==> src/ccbl_pkg.sv <==
// Constants, types and field layout for the cache buffer and lock control block
`default_nettype none
package ccbl_pkg;
    // Control register field positions, way count and way index width
    localparam int CCBL_BIT_DATA_ON    = 31;
    localparam int CCBL_BIT_WR_PROTECT = 30;
    localparam int CCBL_BIT_SB_ENABLE  = 29;
    localparam int CCBL_BIT_PUSH_KEEP  = 28;
    localparam int CCBL_BIT_DATA_LOCK  = 27;
    localparam int CCBL_BIT_INSTR_LOCK = 15;
    localparam int CCBL_NUM_WAYS       = 4;
    localparam int CCBL_WAY_W          = 2;

    // Reset value and writable-bit mask of the control register
    localparam logic [31:0] CCBL_CTRL_RESET = 32'h0000_0000;
    localparam logic [31:0] CCBL_CTRL_MASK  = 32'hF800_8000;

    // Way numbers used by allocation
    localparam logic [1:0] CCBL_WAY0 = 2'h0;
    localparam logic [1:0] CCBL_WAY1 = 2'h1;
    localparam logic [1:0] CCBL_WAY2 = 2'h2;
    localparam logic [1:0] CCBL_WAY3 = 2'h3;

    // Effective cache mode of a data write
    typedef enum logic [1:0] {
        CCBL_WT_IMPRECISE = 2'h0,
        CCBL_COPYBACK     = 2'h1,
        CCBL_CI_PRECISE   = 2'h2,
        CCBL_CI_IMPRECISE = 2'h3
    } ccbl_mode_e;

    // One data write presented by the pipeline
    typedef struct packed {
        logic       valid;
        ccbl_mode_e mode;
        logic       regionHit;
    } ccbl_write_s;

    // Routing decision for that write
    typedef struct packed {
        logic toStoreBuf;
        logic toBusDirect;
        logic toCache;
        logic accessError;
    } ccbl_route_s;

    // Line push result
    typedef struct packed {
        logic done;
        logic writeBack;
        logic invalidate;
    } ccbl_push_s;
endpackage : ccbl_pkg
`default_nettype wire

==> src/ccbl_way_alloc.sv <==
// Victim way selection with optional half-cache lock
`timescale 1ns/1ps
`default_nettype none
module ccbl_way_alloc (
    input  wire logic                          mclk,
    input  wire logic                          nrst,
    input  wire logic                          allocReq,
    input  wire logic                          halfLock,
    input  wire logic [ccbl_pkg::CCBL_NUM_WAYS-1:0] wayValid,
    output var  logic                          allocDone,
    output var  logic [ccbl_pkg::CCBL_WAY_W-1:0] allocWay
);
    import ccbl_pkg::*;

    logic [CCBL_WAY_W-1:0] rrCount;
    logic [CCBL_WAY_W-1:0] next_way;
    logic [CCBL_WAY_W-1:0] next_rr;

    // Pick the victim and the next round-robin value
    always_comb begin
        next_rr = rrCount;
        if (halfLock) begin
            if (!wayValid[CCBL_WAY2]) begin
                next_way = CCBL_WAY2;
            end else if (!wayValid[CCBL_WAY3]) begin
                next_way = CCBL_WAY3;
            end else begin
                next_way = rrCount[1] ? CCBL_WAY3 : CCBL_WAY2;
                next_rr  = {~rrCount[1], 1'b0};
            end
        end else begin
            if (!wayValid[CCBL_WAY0]) begin
                next_way = CCBL_WAY0;
            end else if (!wayValid[CCBL_WAY1]) begin
                next_way = CCBL_WAY1;
            end else if (!wayValid[CCBL_WAY2]) begin
                next_way = CCBL_WAY2;
            end else if (!wayValid[CCBL_WAY3]) begin
                next_way = CCBL_WAY3;
            end else begin
                next_way = rrCount;
                next_rr  = rrCount + 2'h1;
            end
        end
    end

    // Register the decision and advance the counter
    always_ff @(posedge mclk or negedge nrst) begin
        if (!nrst) begin
            rrCount   <= 2'h0;
            allocWay  <= 2'h0;
            allocDone <= 1'b0;
        end else begin
            allocDone <= allocReq;
            if (allocReq) begin
                allocWay <= next_way;
                rrCount  <= next_rr;
            end
        end
    end
endmodule : ccbl_way_alloc
`default_nettype wire

==> src/ccbl_cache_ctrl.sv <==
// Cache control register, buffer drain, write routing and way allocation
// How it works
// - Valid push or store buffer data is written on the next free bus cycle.
// - A needed fill waits until push and store buffers are both empty.
// - Supervisor, no-op and exception hold execution until both buffers drain.
// - Data lock bit keeps data ways 0 and 1 from being reallocated.
// - Instruction lock bit keeps instruction ways 0 and 1 from reallocation.
// - Locked caches allocate way 2 first, then way 3, never 0 or 1.
// - Locked ways still take write hits; only explicit push or invalidate removes.
// - Reset clears the whole control register; cache contents are left alone.
// - Register written by control move and read or written by debug.
// - Bit 31 enables data cache; clear stops it but keeps contents.
// - Bit 30 makes writes outside regions raise an access error.
// - Bit 29 routes imprecise write-through or inhibited writes into store buffer.
// - Precise inhibited accesses always bypass the store buffer.
// - Bit 28 chooses whether a line push leaves the line valid.
// - Unlocked: lowest invalid way, else round-robin way, counter modulo 4.
// - Locked and both valid: counter high bit picks way, counter modulo 2.
`timescale 1ns/1ps
`default_nettype none
module ccbl_cache_ctrl (
    input  wire logic                          mclk,
    input  wire logic                          nrst,
    // Control register access
    input  wire logic                          moveWrite,
    input  wire logic [31:0]                   moveData,
    input  wire logic                          dbgWrite,
    input  wire logic                          dbgRead,
    input  wire logic [31:0]                   dbgWrData,
    output var  logic [31:0]                   dbgRdData,
    output var  logic                          dbgRdValid,
    // Buffer state and bus availability
    input  wire logic                          pushBufValid,
    input  wire logic                          storeBufValid,
    input  wire logic                          busFree,
    output var  logic                          busPushStart,
    output var  logic                          busStoreStart,
    // Fill and synchronisation requests from the pipeline
    input  wire logic                          fillReq,
    input  wire logic                          syncReq,
    output var  logic                          fillStart,
    output var  logic                          pipeStall,
    // Data write routing
    input  wire ccbl_pkg::ccbl_write_s         dataWrite,
    output var  ccbl_pkg::ccbl_route_s         writeRoute,
    // Line push instruction
    input  wire logic                          linePushReq,
    input  wire logic                          lineModified,
    output var  ccbl_pkg::ccbl_push_s          linePush,
    // Allocation requests
    input  wire logic                          dataAllocReq,
    input  wire logic [ccbl_pkg::CCBL_NUM_WAYS-1:0] dataWayValid,
    output var  logic                          dataAllocDone,
    output var  logic [ccbl_pkg::CCBL_WAY_W-1:0] dataAllocWay,
    input  wire logic                          instrAllocReq,
    input  wire logic [ccbl_pkg::CCBL_NUM_WAYS-1:0] instrWayValid,
    output var  logic                          instrAllocDone,
    output var  logic [ccbl_pkg::CCBL_WAY_W-1:0] instrAllocWay,
    // Decoded control outputs
    output var  logic                          dataCacheOn
);
    import ccbl_pkg::*;

    typedef enum logic [1:0] {
        CCBL_RUN,
        CCBL_FILL_WAIT,
        CCBL_SYNC_WAIT
    } ccbl_state_e;

    logic [31:0]  cacheControl;
    ccbl_state_e  state;
    logic         buffersEmpty;
    logic         busOwned;
    logic         dataHalfLock;
    logic         instrHalfLock;
    logic         defaultWriteProtect;
    logic         storeBufferEnable;
    logic         pushKeepValid;

    // Field decode
    assign dataHalfLock        = cacheControl[CCBL_BIT_DATA_LOCK];
    assign instrHalfLock       = cacheControl[CCBL_BIT_INSTR_LOCK];
    assign defaultWriteProtect = cacheControl[CCBL_BIT_WR_PROTECT];
    assign storeBufferEnable   = cacheControl[CCBL_BIT_SB_ENABLE];
    assign pushKeepValid       = cacheControl[CCBL_BIT_PUSH_KEEP];
    assign buffersEmpty        = !pushBufValid && !storeBufValid;
    assign busOwned            = busPushStart || busStoreStart;

    // Control register write port, debug write has the last word
    always_ff @(posedge mclk or negedge nrst) begin
        if (!nrst) begin
            cacheControl <= CCBL_CTRL_RESET;
        end else begin
            if (dbgWrite) begin
                cacheControl <= dbgWrData & CCBL_CTRL_MASK;
            end else if (moveWrite) begin
                cacheControl <= moveData & CCBL_CTRL_MASK;
            end
        end
    end

    // Debug read returns the register one cycle later
    always_ff @(posedge mclk or negedge nrst) begin
        if (!nrst) begin
            dbgRdData  <= 32'h0000_0000;
            dbgRdValid <= 1'b0;
        end else begin
            dbgRdValid <= dbgRead;
            if (dbgRead) begin
                dbgRdData <= cacheControl;
            end
        end
    end

    // Cache enable output
    always_ff @(posedge mclk or negedge nrst) begin
        if (!nrst) begin
            dataCacheOn <= 1'b0;
        end else begin
            dataCacheOn <= cacheControl[CCBL_BIT_DATA_ON];
        end
    end

    // Buffer drain: push buffer first, then store buffer
    always_ff @(posedge mclk or negedge nrst) begin
        if (!nrst) begin
            busPushStart  <= 1'b0;
            busStoreStart <= 1'b0;
        end else begin
            busPushStart  <= busFree && !busOwned && pushBufValid;
            busStoreStart <= busFree && !busOwned && !pushBufValid && storeBufValid;
        end
    end

    // Pipeline stall and fill sequencing
    always_ff @(posedge mclk or negedge nrst) begin
        if (!nrst) begin
            state     <= CCBL_RUN;
            fillStart <= 1'b0;
            pipeStall <= 1'b0;
        end else begin
            fillStart <= 1'b0;
            unique case (state)
                CCBL_RUN: begin
                    if (syncReq && !buffersEmpty) begin
                        state     <= CCBL_SYNC_WAIT;
                        pipeStall <= 1'b1;
                    end else if (fillReq && !buffersEmpty) begin
                        state     <= CCBL_FILL_WAIT;
                        pipeStall <= 1'b1;
                    end else if (fillReq && busFree) begin
                        fillStart <= 1'b1;
                    end else if (fillReq) begin
                        state     <= CCBL_FILL_WAIT;
                        pipeStall <= 1'b1;
                    end
                end
                CCBL_FILL_WAIT: begin
                    if (buffersEmpty && busFree && !busOwned) begin
                        fillStart <= 1'b1;
                        pipeStall <= 1'b0;
                        state     <= CCBL_RUN;
                    end
                end
                CCBL_SYNC_WAIT: begin
                    if (buffersEmpty && !busOwned) begin
                        pipeStall <= 1'b0;
                        state     <= CCBL_RUN;
                    end
                end
                default: begin
                    state     <= CCBL_RUN;
                    pipeStall <= 1'b0;
                end
            endcase
        end
    end

    // Data write routing
    always_ff @(posedge mclk or negedge nrst) begin
        if (!nrst) begin
            writeRoute <= '0;
        end else begin
            writeRoute <= '0;
            if (dataWrite.valid) begin
                if (!dataWrite.regionHit && defaultWriteProtect) begin
                    writeRoute.accessError <= 1'b1;
                end else if (dataWrite.mode == CCBL_CI_PRECISE) begin
                    writeRoute.toBusDirect <= 1'b1;
                end else if (dataWrite.mode == CCBL_COPYBACK) begin
                    writeRoute.toCache <= 1'b1;
                end else begin
                    writeRoute.toStoreBuf  <= storeBufferEnable;
                    writeRoute.toBusDirect <= !storeBufferEnable;
                    writeRoute.toCache     <= (dataWrite.mode == CCBL_WT_IMPRECISE);
                end
            end
        end
    end

    // Line push instruction result
    always_ff @(posedge mclk or negedge nrst) begin
        if (!nrst) begin
            linePush <= '0;
        end else begin
            linePush.done <= linePushReq;
            if (linePushReq) begin
                linePush.writeBack  <= lineModified;
                linePush.invalidate <= !pushKeepValid;
            end else begin
                linePush.writeBack  <= 1'b0;
                linePush.invalidate <= 1'b0;
            end
        end
    end

    // data ways 0 and 1 locked
    ccbl_way_alloc dataAlloc (
        .mclk     (mclk),
        .nrst     (nrst),
        .allocReq (dataAllocReq),
        .halfLock (dataHalfLock),
        .wayValid (dataWayValid),
        .allocDone(dataAllocDone),
        .allocWay (dataAllocWay)
    );

    ccbl_way_alloc instrAlloc (
        .mclk     (mclk),
        .nrst     (nrst),
        .allocReq (instrAllocReq),
        .halfLock (instrHalfLock),
        .wayValid (instrWayValid),
        .allocDone(instrAllocDone),
        .allocWay (instrAllocWay)
    );
endmodule : ccbl_cache_ctrl
`default_nettype wire

==> config.mk <==
export PLATFORM = sky130hd
export DESIGN_NAME = ccbl_cache_ctrl
export DESIGN_NICKNAME = d
export VERILOG_FILES = /design/src/ccbl_pkg.sv /design/src/ccbl_way_alloc.sv /design/src/ccbl_cache_ctrl.sv
export SDC_FILE = /design/constraint.sdc
export NUM_CORES = 1
export LEC_CHECK = 0
export ABC_CLOCK_PERIOD_IN_PS = 1550
export BUFFER_PORTS_ARGS = -buffer_cell sky130_fd_sc_hd__buf_4
export CAP_MARGIN = 30
export CORE_MARGIN = 1.5
export CORE_UTILIZATION = 39
export CTS_CLUSTER_DIAMETER = 100
export DETAILED_ROUTE_END_ITERATION = 10
export PLACE_DENSITY_LB_ADDON = 0.12
export SKIP_CTS_REPAIR_TIMING = 1
export SYNTH_ARGS = -nofsm -noshare
export SYNTH_HDL_FRONTEND = slang
export SYNTH_SLANG_ARGS = --single-unit
==> constraint.sdc <==
create_clock -name mclk -period 1.55 [get_ports mclk]
set_input_delay 0.31 -clock mclk [delete_from_list [all_inputs] [get_ports mclk]]
set_output_delay 0.31 -clock mclk [all_outputs]
set_load 0.03 [all_outputs]
## Word-level counts from Yosys, hierarchy flattened

Cells that the tools add are included.
Widths: inputs -> output; s select.

- Word-level logic and storage cells: 124
- Bits in registers: 89
- Input port bits: 90

- Multiplexer cells: 60
- Add/subtract/negate cells: 2
- Reduce and logical (&&, ||, !) cells: 30
- Equal/unequal tests: 8
- Bitwise logic cells: 2

Operator list:

| cell | count |
|---|---|
| $mux 2 | 36 |
| $mux 32 | 2 |
| $mux 1 | 17 |
| $logic_and 1x1->1 | 12 |
| $reduce_and 5->1 | 2 |
| $reduce_bool 2->1 | 5 |
| $ne 4x4->1 const B | 2 |
| $logic_not 1->1 | 7 |
| $pmux 2 s3 | 1 |
| $add 2x1->2 const B | 2 |
| $eq 2x1->1 const B | 2 |
| $eq 2x2->1 const B | 2 |
| $logic_not 2->1 | 2 |
| $mux 4 | 1 |
| $ne 2x2->1 const B | 2 |
| $reduce_and 4->1 | 1 |
| $mux 3 | 1 |
| $pmux 1 s3 | 1 |
| $not 1->1 | 2 |
| $pmux 1 s2 | 1 |
| $logic_or 1x1->1 | 1 |

## Logic depth before layout (Yosys ltp)

Gate-level depths: netlist of the first run.

- Depth after elaboration: 7
- Mapped depth: 4

## Hierarchy

From an unflattened synthesis of the first run, not the netlist that was laid out.

- Cell total of the unflattened synthesis: 163
- Area total of the unflattened synthesis: 1,780.5 um^2

By module, submodules not included:

| module | area an instance (um^2) | sequential area each (um^2) | cells each | times used |
|---|---|---|---|---|
| ccbl_cache_ctrl | 1,287.5 | 675.6 | 113 | 1 |
| ccbl_way_alloc | 246.5 | 125.1 | 25 | 2 |

## Worst setup path after synthesis of the first run

Ideal clock, no wire load.

- Kind: reg2reg
- Start: reg busStoreStart
- End: reg state[0]
- Cell stages (with the launch flop): 5
- Path slack: 144 ps
- Arrival: 1,284 ps
- Period minus slack after synthesis: 1,406 ps
- Path through: dfrtp_1 -> nor2_1 -> a211o_1 -> a21boi_1 -> a32o_2

- Word-level cells in the longest chain between the ends: 5

Ends and longest elaborated chain:

| item | line | source |
|---|---|---|
| start: declaration | ccbl_cache_ctrl.sv:37 | `output var logic busStoreStart,` |
| start signal: assignment | ccbl_cache_ctrl.sv:131 | `busStoreStart <= busFree && !busOwned && !pushBufValid && storeBufValid;` |
| $logic_or 1x1->1 * | ccbl_cache_ctrl.sv:87 | `assign busOwned = busPushStart \|\| busStoreStart;` |
| $logic_not 1->1 * | ccbl_cache_ctrl.sv:159, ccbl_cache_ctrl.sv:166 |  |
| $logic_and 1x1->1, on equally long branches | ccbl_cache_ctrl.sv:166, ccbl_cache_ctrl.sv:159 |  |
| $ne 2x2->1 (no line) | -- |  |
| $reduce_and 4->1 (no line) * | -- |  |
| end signal: assignment | ccbl_cache_ctrl.sv:162 | `state <= CCBL_RUN;` |
| end signal: assignment | ccbl_cache_ctrl.sv:168 | `state <= CCBL_RUN;` |
| end signal: assignment | ccbl_cache_ctrl.sv:172 | `state <= CCBL_RUN;` |
| end: declaration | ccbl_cache_ctrl.sv:71 | `ccbl_state_e state;` |

Every way passes the cells marked *; elsewhere a longest branch is shown, timed or not.
A chain may end at the register's enable or synchronous reset.

## Final worst setup path of the first run

Same ends and word-level chain as after synthesis.

==> results of run 1 <==
flip-flops by register name, summed over array words and instances, names as in the netlist, 2 cells and up:
name	cells
cacheControl	6
dataAlloc.allocWay	2
dataAlloc.rrCount	2
dbgRdData	6
instrAlloc.allocWay	2
instrAlloc.rrCount	2
linePush	3
state	2
writeRoute	4
routing by layer:
metal  wire (um)  GRT usage  up-vias
li1            -          -      630
met1        1340      0.165      603
met2        1740      0.247       55
met3         260     0.0538        6
met4          76     0.0705        0
met5           0          0        -
worst max-delay path by stage:
stage	cells past startpoint	slack, ps	start	endpoint
floorplan	4	140	busStoreStart	state[0]
global placement	5	250	storeBufValid	state[0]
detailed placement	5	210	storeBufValid	state[0]
CTS	4	250	busStoreStart	state[0]
global route	4	150	busStoreStart	state[0]
finish	4	250	busStoreStart	state[0]
through the flow:
stage               hold slack, ps  cells
floorplan                     14.4    187
global placement               294    272
detailed placement             303    272
CTS                          -18.7    280
global route                   128    281
finish                         143    281
where the power goes:
group          switching [mW]  internal (mW)
Combinational           0.443          0.324
Sequential              0.121           1.13
Clock                   0.337          0.360
Total                   0.902           1.81
cell usage in the layout (no fill, tap or decap), types with 2 or more instances in the layout:
cell                       netlist  final
sky130_fd_sc_hd__inv_1           9      9
sky130_fd_sc_hd__dfrtp_1        37     37
sky130_fd_sc_hd__mux2i_1         6      6
sky130_fd_sc_hd__buf_4          26     62
sky130_fd_sc_hd__a211o_1         3      3
sky130_fd_sc_hd__conb_1          1     26
sky130_fd_sc_hd__a31oi_1         4      4
sky130_fd_sc_hd__xor2_1          2      2
sky130_fd_sc_hd__nor2b_1         2      2
sky130_fd_sc_hd__and3_2          2      2
sky130_fd_sc_hd__clkbuf_8        0      6
sky130_fd_sc_hd__nand3_1         5      5
sky130_fd_sc_hd__nor2_1         13     13
sky130_fd_sc_hd__o211ai_1        3      3
sky130_fd_sc_hd__a21oi_1         4      4
sky130_fd_sc_hd__nor3_1          2      2
sky130_fd_sc_hd__mux2_2          8      8
sky130_fd_sc_hd__nand3b_1        2      2
sky130_fd_sc_hd__nand2_1         8      8
sky130_fd_sc_hd__o21ai_0        10     10
critical path: stages (launching register included):
cell and delay, ps:
sky130_fd_sc_hd__dfrtp_1 380, sky130_fd_sc_hd__nor2_1 260, sky130_fd_sc_hd__a211o_1 190, sky130_fd_sc_hd__a21boi_1 210, sky130_fd_sc_hd__a32o_2 190
kinds of logic after synthesis:
group	share of synthesized area
AND/OR/NAND/NOR	0.112
buffers and inverters	0.139
flip-flops	0.534
AO/OA/AOI/OAI	0.106
multiplexers	0.0865
XOR/XNOR	0.0151
adder cells (fa/ha/maj)	0.00577
other	0.00216
cell type report:
class	count	area [um^2]	area share
inverters	9	33.8	0.0150
clock buffers	6	82.6	0.0366
flip-flops and latches	37	926	0.410
well taps	52	65.1	0.0288
multi-input cells	112	662	0.293
repair buffers	63	475	0.211
clock inverters	2	13.8	0.00609
==> insert_results.sql, run 1 <==
INSERT INTO impl_metrics (metric_group, metric, value, unit) VALUES
('final_layout', 'insertedDiodeCount', '0', ''),
('placed_design', 'dpl_cell_area', '2150', 'um^2'),
('route', 'antenna_left', '0', ''),
('final_layout', 'final_cell_area', '2260', 'um^2'),
('worst_setup_path', 'reg2regPathDepth', '4', ''),
('synth', 'synth.cells.most_frequent', '37 x sky130_fd_sc_hd__dfrtp_1, 26 x sky130_fd_sc_hd__buf_4, 13 x sky130_fd_sc_hd__nor2_1', ''),
('timing', 'finalMaxSlewViolations', '0', ''),
('grt', 'via_count_of_the_first_global_routing_pass', '1224', ''),
('placed_design', 'dpl.hpwl', '2620', 'um'),
('timing', 'worst_slack', '251', 'ps'),
('timing', 'hold_violations', '0', ''),
('synth', 'syn_avg_cell_area', '10.7', 'um^2'),
('worst_hold_path', 'hold_path_depth', '1', ''),
('clock_tree', 'tritoncts.num_buffers', '5', ''),
('power_and_ir_drop', 'leakagePower', '1.16', 'nW'),
('synth', 'synth_warnings', '0', ''),
('timing', 'setup_viol_count_final', '0', ''),
('worst_hold_path', 'hold_end', 'linePush[2]', ''),
('route', 'drt-total-wl', '3410', 'um'),
('route', 'drt_pass1_iterations', '4', ''),
('placed_design', 'portBuffers', '62', ''),
('floorplanning', 'die_h', '69.7', 'um'),
('floorplanning', 'rows', '24', ''),
('synth', 'synth_cell_types', '33', ''),
('timing', 'finClkSkew', '7.39', 'ps'),
('floorplanning', 'core', '4320', 'um^2'),
('worst_setup_path', 'r2r_end', 'state[0]', ''),
('clock_tree', 'clock-root-buffer', 'sky130_fd_sc_hd__clkbuf_8', ''),
('synth', 'dominantRegCellSynth', 'sky130_fd_sc_hd__dfrtp_1', ''),
('floorplanning', 'floorplan.die_area', '4860', 'um^2'),
('synth', 'synthMostInstantiatedCell', 'sky130_fd_sc_hd__dfrtp_1', ''),
('floorplanning', 'die_w', '69.7', 'um'),
('route', 'drt_iter0_drc', '40', ''),
('job', 'cap_violations', '0', ''),
('synth', 'synth_sequential_area_ratio', '0.534', ''),
('synth', 'syn_area', '1740', 'um^2'),
('grt', 'grt_overflow_total', '0', ''),
('route', 'vias_per_cell', '4.60', ''),
('synth', 'synth_top_cell_area_share', '0.534', ''),
('route', 'via_count', '1294', ''),
('synth', 'synth_edf_count', '0', ''),
('outcome', 'run_status', 'finished clean', ''),
('power_and_ir_drop', 'vdd.ir_drop.worst', '0.519', 'mV'),
('synth', 'synthesis.instances', '162', ''),
('worst_setup_path', 'arrival_time_at_the_worst_endpoint', '1520', 'ps'),
('final_layout', 'area_growth_syn_to_layout', '30.1', '%'),
('timing', 'timing.final.crit_period', '1300', 'ps'),
('clock_tree', 'numClockSinks', '37', ''),
('floorplanning', 'initial_utilization', '0.401', ''),
('grt', 'initial_antenna_violation_count', '0', ''),
('worst_setup_path', 'critical_path_endpoint_category', 'register', ''),
('worst_hold_path', 'holdCritStartpoint', 'linePushReq', ''),
('power_and_ir_drop', 'power', '2.71', 'mW'),
('clock_tree', 'h-tree-depth', '2', ''),
('worst_setup_path', 'worst-endpoint-required', '1780', 'ps'),
('grt', 'global_route_wire_length_before_repair', '5560', 'um'),
('route', 'drc_errors', '0', ''),
('timing', 'post-route-period-util', '0.838', ''),
('grt', 'pin_count_of_the_biggest_net_entering_global_routing', '38', ''),
('timing', 'grt_setup_unrepaired', 'false', ''),
('final_layout', 'fillCellCount', '401', ''),
('synth', 'post-synth-top-area-cell', 'sky130_fd_sc_hd__dfrtp_1', ''),
('power_and_ir_drop', 'power_density', '1200', 'nW/um^2'),
('worst_setup_path', 'r2r_path_start', 'busStoreStart', ''),
('final_layout', 'num-nets-final', '318', ''),
('synth', 'synth_async_sr_flop_share', '1.00', ''),
('route', 'wire_per_inst', '12.1', 'um'),
('worst_setup_path', 'crit_path_max_fanout', '5', ''),
('floorplanning', 'top_level_ports', '141', ''),
('final_layout', 'drive_above_1_share', '0.362', ''),
('placed_design', 'dp_worst_setup_slack', '214', 'ps');
Power figures use the tool's default switching activity.
==> run 2: changes to the inputs <==
ABC_CLOCK_PERIOD_IN_PS = 1150   (was 1550)
CORE_UTILIZATION = 35   (was 39)
clock period = 1.15 ns   (was 1.55 ns; I/O delays follow)
==> run 2 against run 1 <==
The run now ends with negative setup slack left. Clock skew shrank 2.3 ps. Core utilization shrank 1.8 points. Global-route usage shrank 1.6 points. Die area grew 11%. Flip-flop and latch count is the same. Routed wire length shrank 2.3%. Final cell count grew 10%. Clock power grew 41%. Clock-buffer cell count grew 1. Critical path depth is the same. Non-clock buffer count grew 13. Highest routed layer unchanged.
==> insert_results.sql, run 2 (synthesis results as in run 1) <==
INSERT INTO impl_metrics (metric_group, metric, value, unit) VALUES
('final_layout', 'insertedDiodeCount', '0', ''),
('worst_setup_path', 'rrSetupSlack', '-50', 'ps'),
('power_and_ir_drop', 'power_density', '1620', 'nW/um^2'),
('grt', 'groute.usage.overall', '0.131', ''),
('floorplanning', 'rows', '25', ''),
('clock_tree', 'h-tree-depth', '2', ''),
('worst_setup_path', 'crit_path_max_fanout', '2', ''),
('timing', 'finalMaxSlewViolations', '0', ''),
('final_layout', 'area_growth_syn_to_layout', '38.1', '%'),
('power_and_ir_drop', 'pwr-share-clk', '0.254', ''),
('floorplanning', 'core', '4750', 'um^2'),
('job', 'cap_violations', '0', ''),
('placed_design', 'dpl_cell_area', '2270', 'um^2'),
('timing', 'aggregate_negative_setup_slack', '-107', 'ps'),
('placed_design', 'dpl.hpwl', '2570', 'um'),
('timing', 'post-route-period-util', '1.04', ''),
('route', 'drt_iter0_drc', '55', ''),
('route', 'drc_errors', '0', ''),
('final_layout', 'layout_common_cells', '73 x sky130_fd_sc_hd__buf_4, 35 x sky130_fd_sc_hd__dfrtp_1, 26 x sky130_fd_sc_hd__conb_1, 12 x sky130_fd_sc_hd__nor2_1', ''),
('placed_design', 'portBuffers', '62', ''),
('power_and_ir_drop', 'sw_frac_of_total', '0.318', ''),
('worst_setup_path', 'slowest_stage_delay_cp', '370', 'ps'),
('floorplanning', 'initial_utilization', '0.365', ''),
('route', 'antenna_left', '0', ''),
('final_layout', 'num-nets-final', '331', ''),
('power_and_ir_drop', 'cellInternalPower', '2.64', 'mW'),
('route', 'via_count', '1330', ''),
('worst_setup_path', 'worst-setup-path-type', 'register to register', ''),
('clock_tree', 'numClockSinks', '37', ''),
('clock_tree', 'cts_max_path_buffers', '2', ''),
('worst_hold_path', 'hold_class', 'input pin to register', ''),
('power_and_ir_drop', 'sequential_cell_fraction_of_total_power', '0.427', ''),
('floorplanning', 'die_h', '73.4', 'um'),
('timing', 'setup_viol_count_final', '3', ''),
('worst_setup_path', 'worst-endpoint-required', '1330', 'ps'),
('clock_tree', 'clock-root-buffer', 'sky130_fd_sc_hd__clkbuf_8', ''),
('timing', 'hold_violations', '0', ''),
('grt', 'grt_overflow_total', '0', ''),
('worst_setup_path', 'critical_path_endpoint_category', 'register', ''),
('power_and_ir_drop', 'leakagePower', '1.23', 'nW'),
('worst_setup_path', 'arrival_time_at_the_worst_endpoint', '1370', 'ps'),
('worst_setup_path', 'slowest_stage', 'sky130_fd_sc_hd__dfrtp_2', ''),
('floorplanning', 'die_w', '73.4', 'um'),
('route', 'wire_per_inst', '10.8', 'um'),
('final_layout', 'largestRegisters', 'cacheControl (6), dbgRdData (6), writeRoute (4)', ''),
('clock_tree', 'tritoncts.num_buffers', '5', ''),
('clock_tree', 'reg_clk_slew_reported_paths', '70', 'ps'),
('placed_design', 'gp_congestion', '0.751', ''),
('clock_tree', 'cts_tree', 'yes', ''),
('timing', 'worst_slack', '-45.4', 'ps'),
('floorplanning', 'top_level_ports', '141', ''),
('outcome', 'violations', 'negative setup slack', ''),
('grt', 'initial_antenna_violation_count', '0', ''),
('final_layout', 'final_cell_area', '2400', 'um^2'),
('power_and_ir_drop', 'power_frac_comb', '0.320', ''),
('route', 'drt-total-wl', '3340', 'um'),
('worst_setup_path', 'timing.critical_path.from_type', 'register', ''),
('grt', 'global_route_wire_length_before_repair', '5310', 'um'),
('final_layout', 'drive_above_1_share', '0.413', ''),
('timing', 'timing.final.crit_period', '1200', 'ps'),
('timing', 'grt_setup_unrepaired', 'true', ''),
('timing', 'max_freq', '0.837', 'GHz'),
('route', 'drt_pass1_iterations', '4', ''),
('worst_setup_path', 'path_cells', 'nor2_2, a211o_1, a21boi_2, a32o_2', ''),
('route', 'vias_per_cell', '4.30', ''),
('timing', 'finClkSkew', '5.12', 'ps'),
('power_and_ir_drop', 'switchingPower', '1.23', 'mW'),
('grt', 'pin_count_of_the_biggest_net_entering_global_routing', '38', ''),
('outcome', 'run_status', 'finished with violations', ''),
('final_layout', 'final_common_cell', 'sky130_fd_sc_hd__buf_4', ''),
('grt', 'via_count_of_the_first_global_routing_pass', '1232', ''),
('clock_tree', 'clock_latency', '290', 'ps'),
('floorplanning', 'floorplan.die_area', '5390', 'um^2'),
('power_and_ir_drop', 'vdd.ir_drop.worst', '1.14', 'mV');
-- run 2: worst max-delay path, delay by kind of cell, from the launching register on --
kind,cells,cell delay (ps)
flops,1,370
compound gates,3,680
simple gates,1,50
-- run 2: power by group through the flow --
stage / Clock [mW] / Sequential, mW / Combinational, mW
floorplan: 0 / 1.87 / 0.552
global placement: 0 / 1.68 / 1.22
detailed placement: 0 / 1.68 / 1.23
CTS: 1.02 / 1.65 / 1.24
global route: 1.07 / 1.69 / 1.34
finish: 0.982 / 1.65 / 1.24
-- run 2: worst paths after layout --
check / from / endpoint / depth (start not counted)
hold / removal: linePushReq / linePush[2] / 1
hold reg to reg: cacheControl[31] / dataCacheOn / 0
setup reg to reg: busStoreStart / state[0] / 4
min in group asynchronous: nrst / instrAlloc.allocDone / 2
setup / recovery: busStoreStart / state[0] / 4
max in group asynchronous: nrst / busStoreStart / 2
-- run 2: layout make-up --
class | instances | area [um^2]
Tap cell | 67 | 83.8
Timing Repair Buffer | 76 | 581
Multi-Input combinational cell | 112 | 668
Fill cell | 477 | 2360
Clock inverter | 1 | 5.00
Inverter | 9 | 33.8
Sequential cell | 37 | 928
Clock buffer | 7 | 96.3
-- run 2: per-stage QoR --
stage	hold WS (ps)	utilization	worst slack [ps]	cells	total power [mW]
floorplan	-65.6	-	-140	187	2.42
global placement	220	0.478	-58.5	300	2.90
detailed placement	226	0.478	-56.4	300	2.91
CTS	-90.6	0.499	-67.0	308	3.91
global route	49.6	0.504	-64.1	309	4.11
finish	65.4	0.504	-45.4	309	3.87
-- run 2: routing by layer --
| layer | routed length [um] | up-vias | part of all wire | track usage |
|---|---|---|---|---|
| li1 | - | 657 | - | - |
| met1 | 1380 | 605 | 0.41 | 0.151 |
| met2 | 1590 | 57 | 0.48 | 0.217 |
| met3 | 264 | 11 | 0.079 | 0.0412 |
| met4 | 92 | 0 | 0.028 | 0.0700 |
| met5 | 0 | - | 0 | 0 |
==> run 3: changes to the inputs <==
ABC_CLOCK_PERIOD_IN_PS = 1300   (was 1150)
CORE_UTILIZATION = 39   (was 35)
clock period = 1.3 ns   (was 1.15 ns; I/O delays follow)
==> run 3 against run 2 <==
The flow now finishes without violations. Fmax down 2.2%. Register-to-register slack improved by 120 ps. Power down 15%. Combinational power down 24%. Sequential share of layout area rose by 1.9 points. Final area is 4.7% lower. Critical path type unchanged. Highest routed layer unchanged.
==> insert_results.sql, run 3 (synthesis results as in run 1) <==
INSERT INTO impl_metrics (metric_group, metric, value, unit) VALUES
('route', 'drt_iter0_drc', '70', ''),
('grt', 'initial_antenna_violation_count', '0', ''),
('floorplanning', 'die_w', '69.7', 'um'),
('floorplanning', 'top_level_ports', '141', ''),
('floorplanning', 'rows', '24', ''),
('final_layout', 'fillCellCount', '408', ''),
('placed_design', 'numPlacedInstances', '273', ''),
('route', 'wire_per_inst', '12.1', 'um'),
('timing', 'timing.hold.ws', '93.0', 'ps'),
('clock_tree', 'numClockSinks', '37', ''),
('worst_setup_path', 'path_cells', 'nor2_2, a211o_1, a21boi_1, a32o_2', ''),
('placed_design', 'gp_congestion', '0.761', ''),
('final_layout', 'largestRegisters', 'cacheControl (6), dbgRdData (6), writeRoute (4)', ''),
('route', 'vias_per_cell', '4.46', ''),
('placed_design', 'dp_worst_setup_slack', '25.1', 'ps'),
('power_and_ir_drop', 'power', '3.28', 'mW'),
('placed_design', 'dpl.hpwl', '2610', 'um'),
('clock_tree', 'h-tree-depth', '2', ''),
('placed_design', 'portBuffers', '62', ''),
('timing', 'post-route-period-util', '0.940', ''),
('final_layout', 'insertedDiodeCount', '0', ''),
('clock_tree', 'cts_tree', 'yes', ''),
('job', 'cap_violations', '0', ''),
('grt', 'grt_overflow_total', '0', ''),
('clock_tree', 'cts_max_path_buffers', '2', ''),
('worst_hold_path', 'hold_class', 'input pin to register', ''),
('final_layout', 'area_growth_syn_to_layout', '31.6', '%'),
('clock_tree', 'tritoncts.num_buffers', '5', ''),
('outcome', 'run_status', 'finished clean', ''),
('worst_setup_path', 'worst-setup-path-type', 'register to register', ''),
('grt', 'via_count_of_the_first_global_routing_pass', '1177', ''),
('power_and_ir_drop', 'vdd.ir_drop.worst', '0.830', 'mV'),
('floorplanning', 'initial_utilization', '0.401', ''),
('worst_setup_path', 'crit_path_max_fanout', '5', ''),
('worst_setup_path', 'critical_path_endpoint_category', 'register', ''),
('timing', 'hold_violations', '0', ''),
('floorplanning', 'core', '4320', 'um^2'),
('timing', 'max_freq', '0.818', 'GHz'),
('route', 'antenna_left', '0', ''),
('worst_setup_path', 'rrSetupSlack', '80', 'ps'),
('final_layout', 'drive_above_1_share', '0.381', ''),
('final_layout', 'stdcell_count', '283', ''),
('route', 'drc_errors', '0', ''),
('route', 'via_count', '1261', ''),
('worst_setup_path', 'reg2regPathDepth', '4', ''),
('route', 'drt-total-wl', '3430', 'um'),
('timing', 'finClkSkew', '4.04', 'ps'),
('grt', 'global_route_wire_length_before_repair', '5410', 'um'),
('worst_setup_path', 'timing.critical_path.from_type', 'register', ''),
('grt', 'groute.usage.overall', '0.142', ''),
('timing', 'timing.final.crit_period', '1220', 'ps'),
('clock_tree', 'clock_latency', '280', 'ps'),
('final_layout', 'num-nets-final', '320', ''),
('worst_setup_path', 'arrival_time_at_the_worst_endpoint', '1450', 'ps'),
('final_layout', 'final_cell_area', '2280', 'um^2'),
('final_layout', 'final_common_cell', 'sky130_fd_sc_hd__buf_4', ''),
('timing', 'grt_setup_unrepaired', 'false', ''),
('timing', 'worst_slack', '78.0', 'ps'),
('timing', 'aggregate_negative_setup_slack', '0', 'ps'),
('floorplanning', 'floorplan.die_area', '4860', 'um^2'),
('clock_tree', 'reg_clk_slew_reported_paths', '70', 'ps'),
('timing', 'setup_viol_count_final', '0', ''),
('floorplanning', 'die_h', '69.7', 'um'),
('power_and_ir_drop', 'power_density', '1440', 'nW/um^2'),
('worst_setup_path', 'worst-endpoint-required', '1530', 'ps'),
('worst_setup_path', 'slowest_stage_delay_cp', '410', 'ps'),
('grt', 'pin_count_of_the_biggest_net_entering_global_routing', '38', ''),
('worst_setup_path', 'slowest_stage', 'sky130_fd_sc_hd__dfrtp_2', ''),
('clock_tree', 'clock-root-buffer', 'sky130_fd_sc_hd__clkbuf_8', ''),
('final_layout', 'layout_common_cells', '64 x sky130_fd_sc_hd__buf_4, 35 x sky130_fd_sc_hd__dfrtp_1, 26 x sky130_fd_sc_hd__conb_1, 12 x sky130_fd_sc_hd__nor2_1, 10 x sky130_fd_sc_hd__o21ai_0', ''),
('final_layout', 'postLayoutCoreUtil', '0.528', ''),
('route', 'drt_pass1_iterations', '4', ''),
('placed_design', 'dpl_cell_area', '2160', 'um^2'),
('worst_hold_path', 'hold_path_depth', '1', ''),
('timing', 'finalMaxSlewViolations', '0', ''),
('power_and_ir_drop', 'leakagePower', '1.17', 'nW');
-- run 3: power by group --
part	switching, mW	internal, mW	leakage, nW
clock network	0.383	0.479	0.0542
registers	0.138	1.34	0.450
logic	0.536	0.404	0.667
total	1.06	2.23	1.17
-- run 3: area by class of cell --
type                       count  area, um^2  share of cell area
inverter                       9        33.8              0.0148
multi-input combinational    112         664               0.291
sequential                    37         928               0.407
clock buffer                   7        96.3              0.0422
timing repair buffer          65         490               0.215
clock inverter                 1        5.00             0.00219
tap                           52        65.1              0.0285
-- run 3: path summary, 6_finish.rpt --
kind                                  to        startpoint
hold / removal               linePush[2]       linePushReq
hold reg to reg              dataCacheOn  cacheControl[31]
max in group asynchronous  busStoreStart              nrst
setup reg to reg                state[0]     busStoreStart
min in group asynchronous  dbgRdData[15]              nrst
setup / recovery                state[0]     busStoreStart
-- run 3: worst max-delay path, delay by kind of cell, from the launching register on --
kind / cells / cell delay (ps)
AOI/OAI and AO/OA: 3 / 560
DFF: 1 / 410
and+or+nand+nor: 1 / 200
-- run 3: routing by layer --
metal	GRT usage	up-vias	wire, um
met5	0	-	0
met4	0.0449	0	40
met3	0.0596	4	292
met2	0.231	58	1640
met1	0.173	567	1450
li1	-	632	-
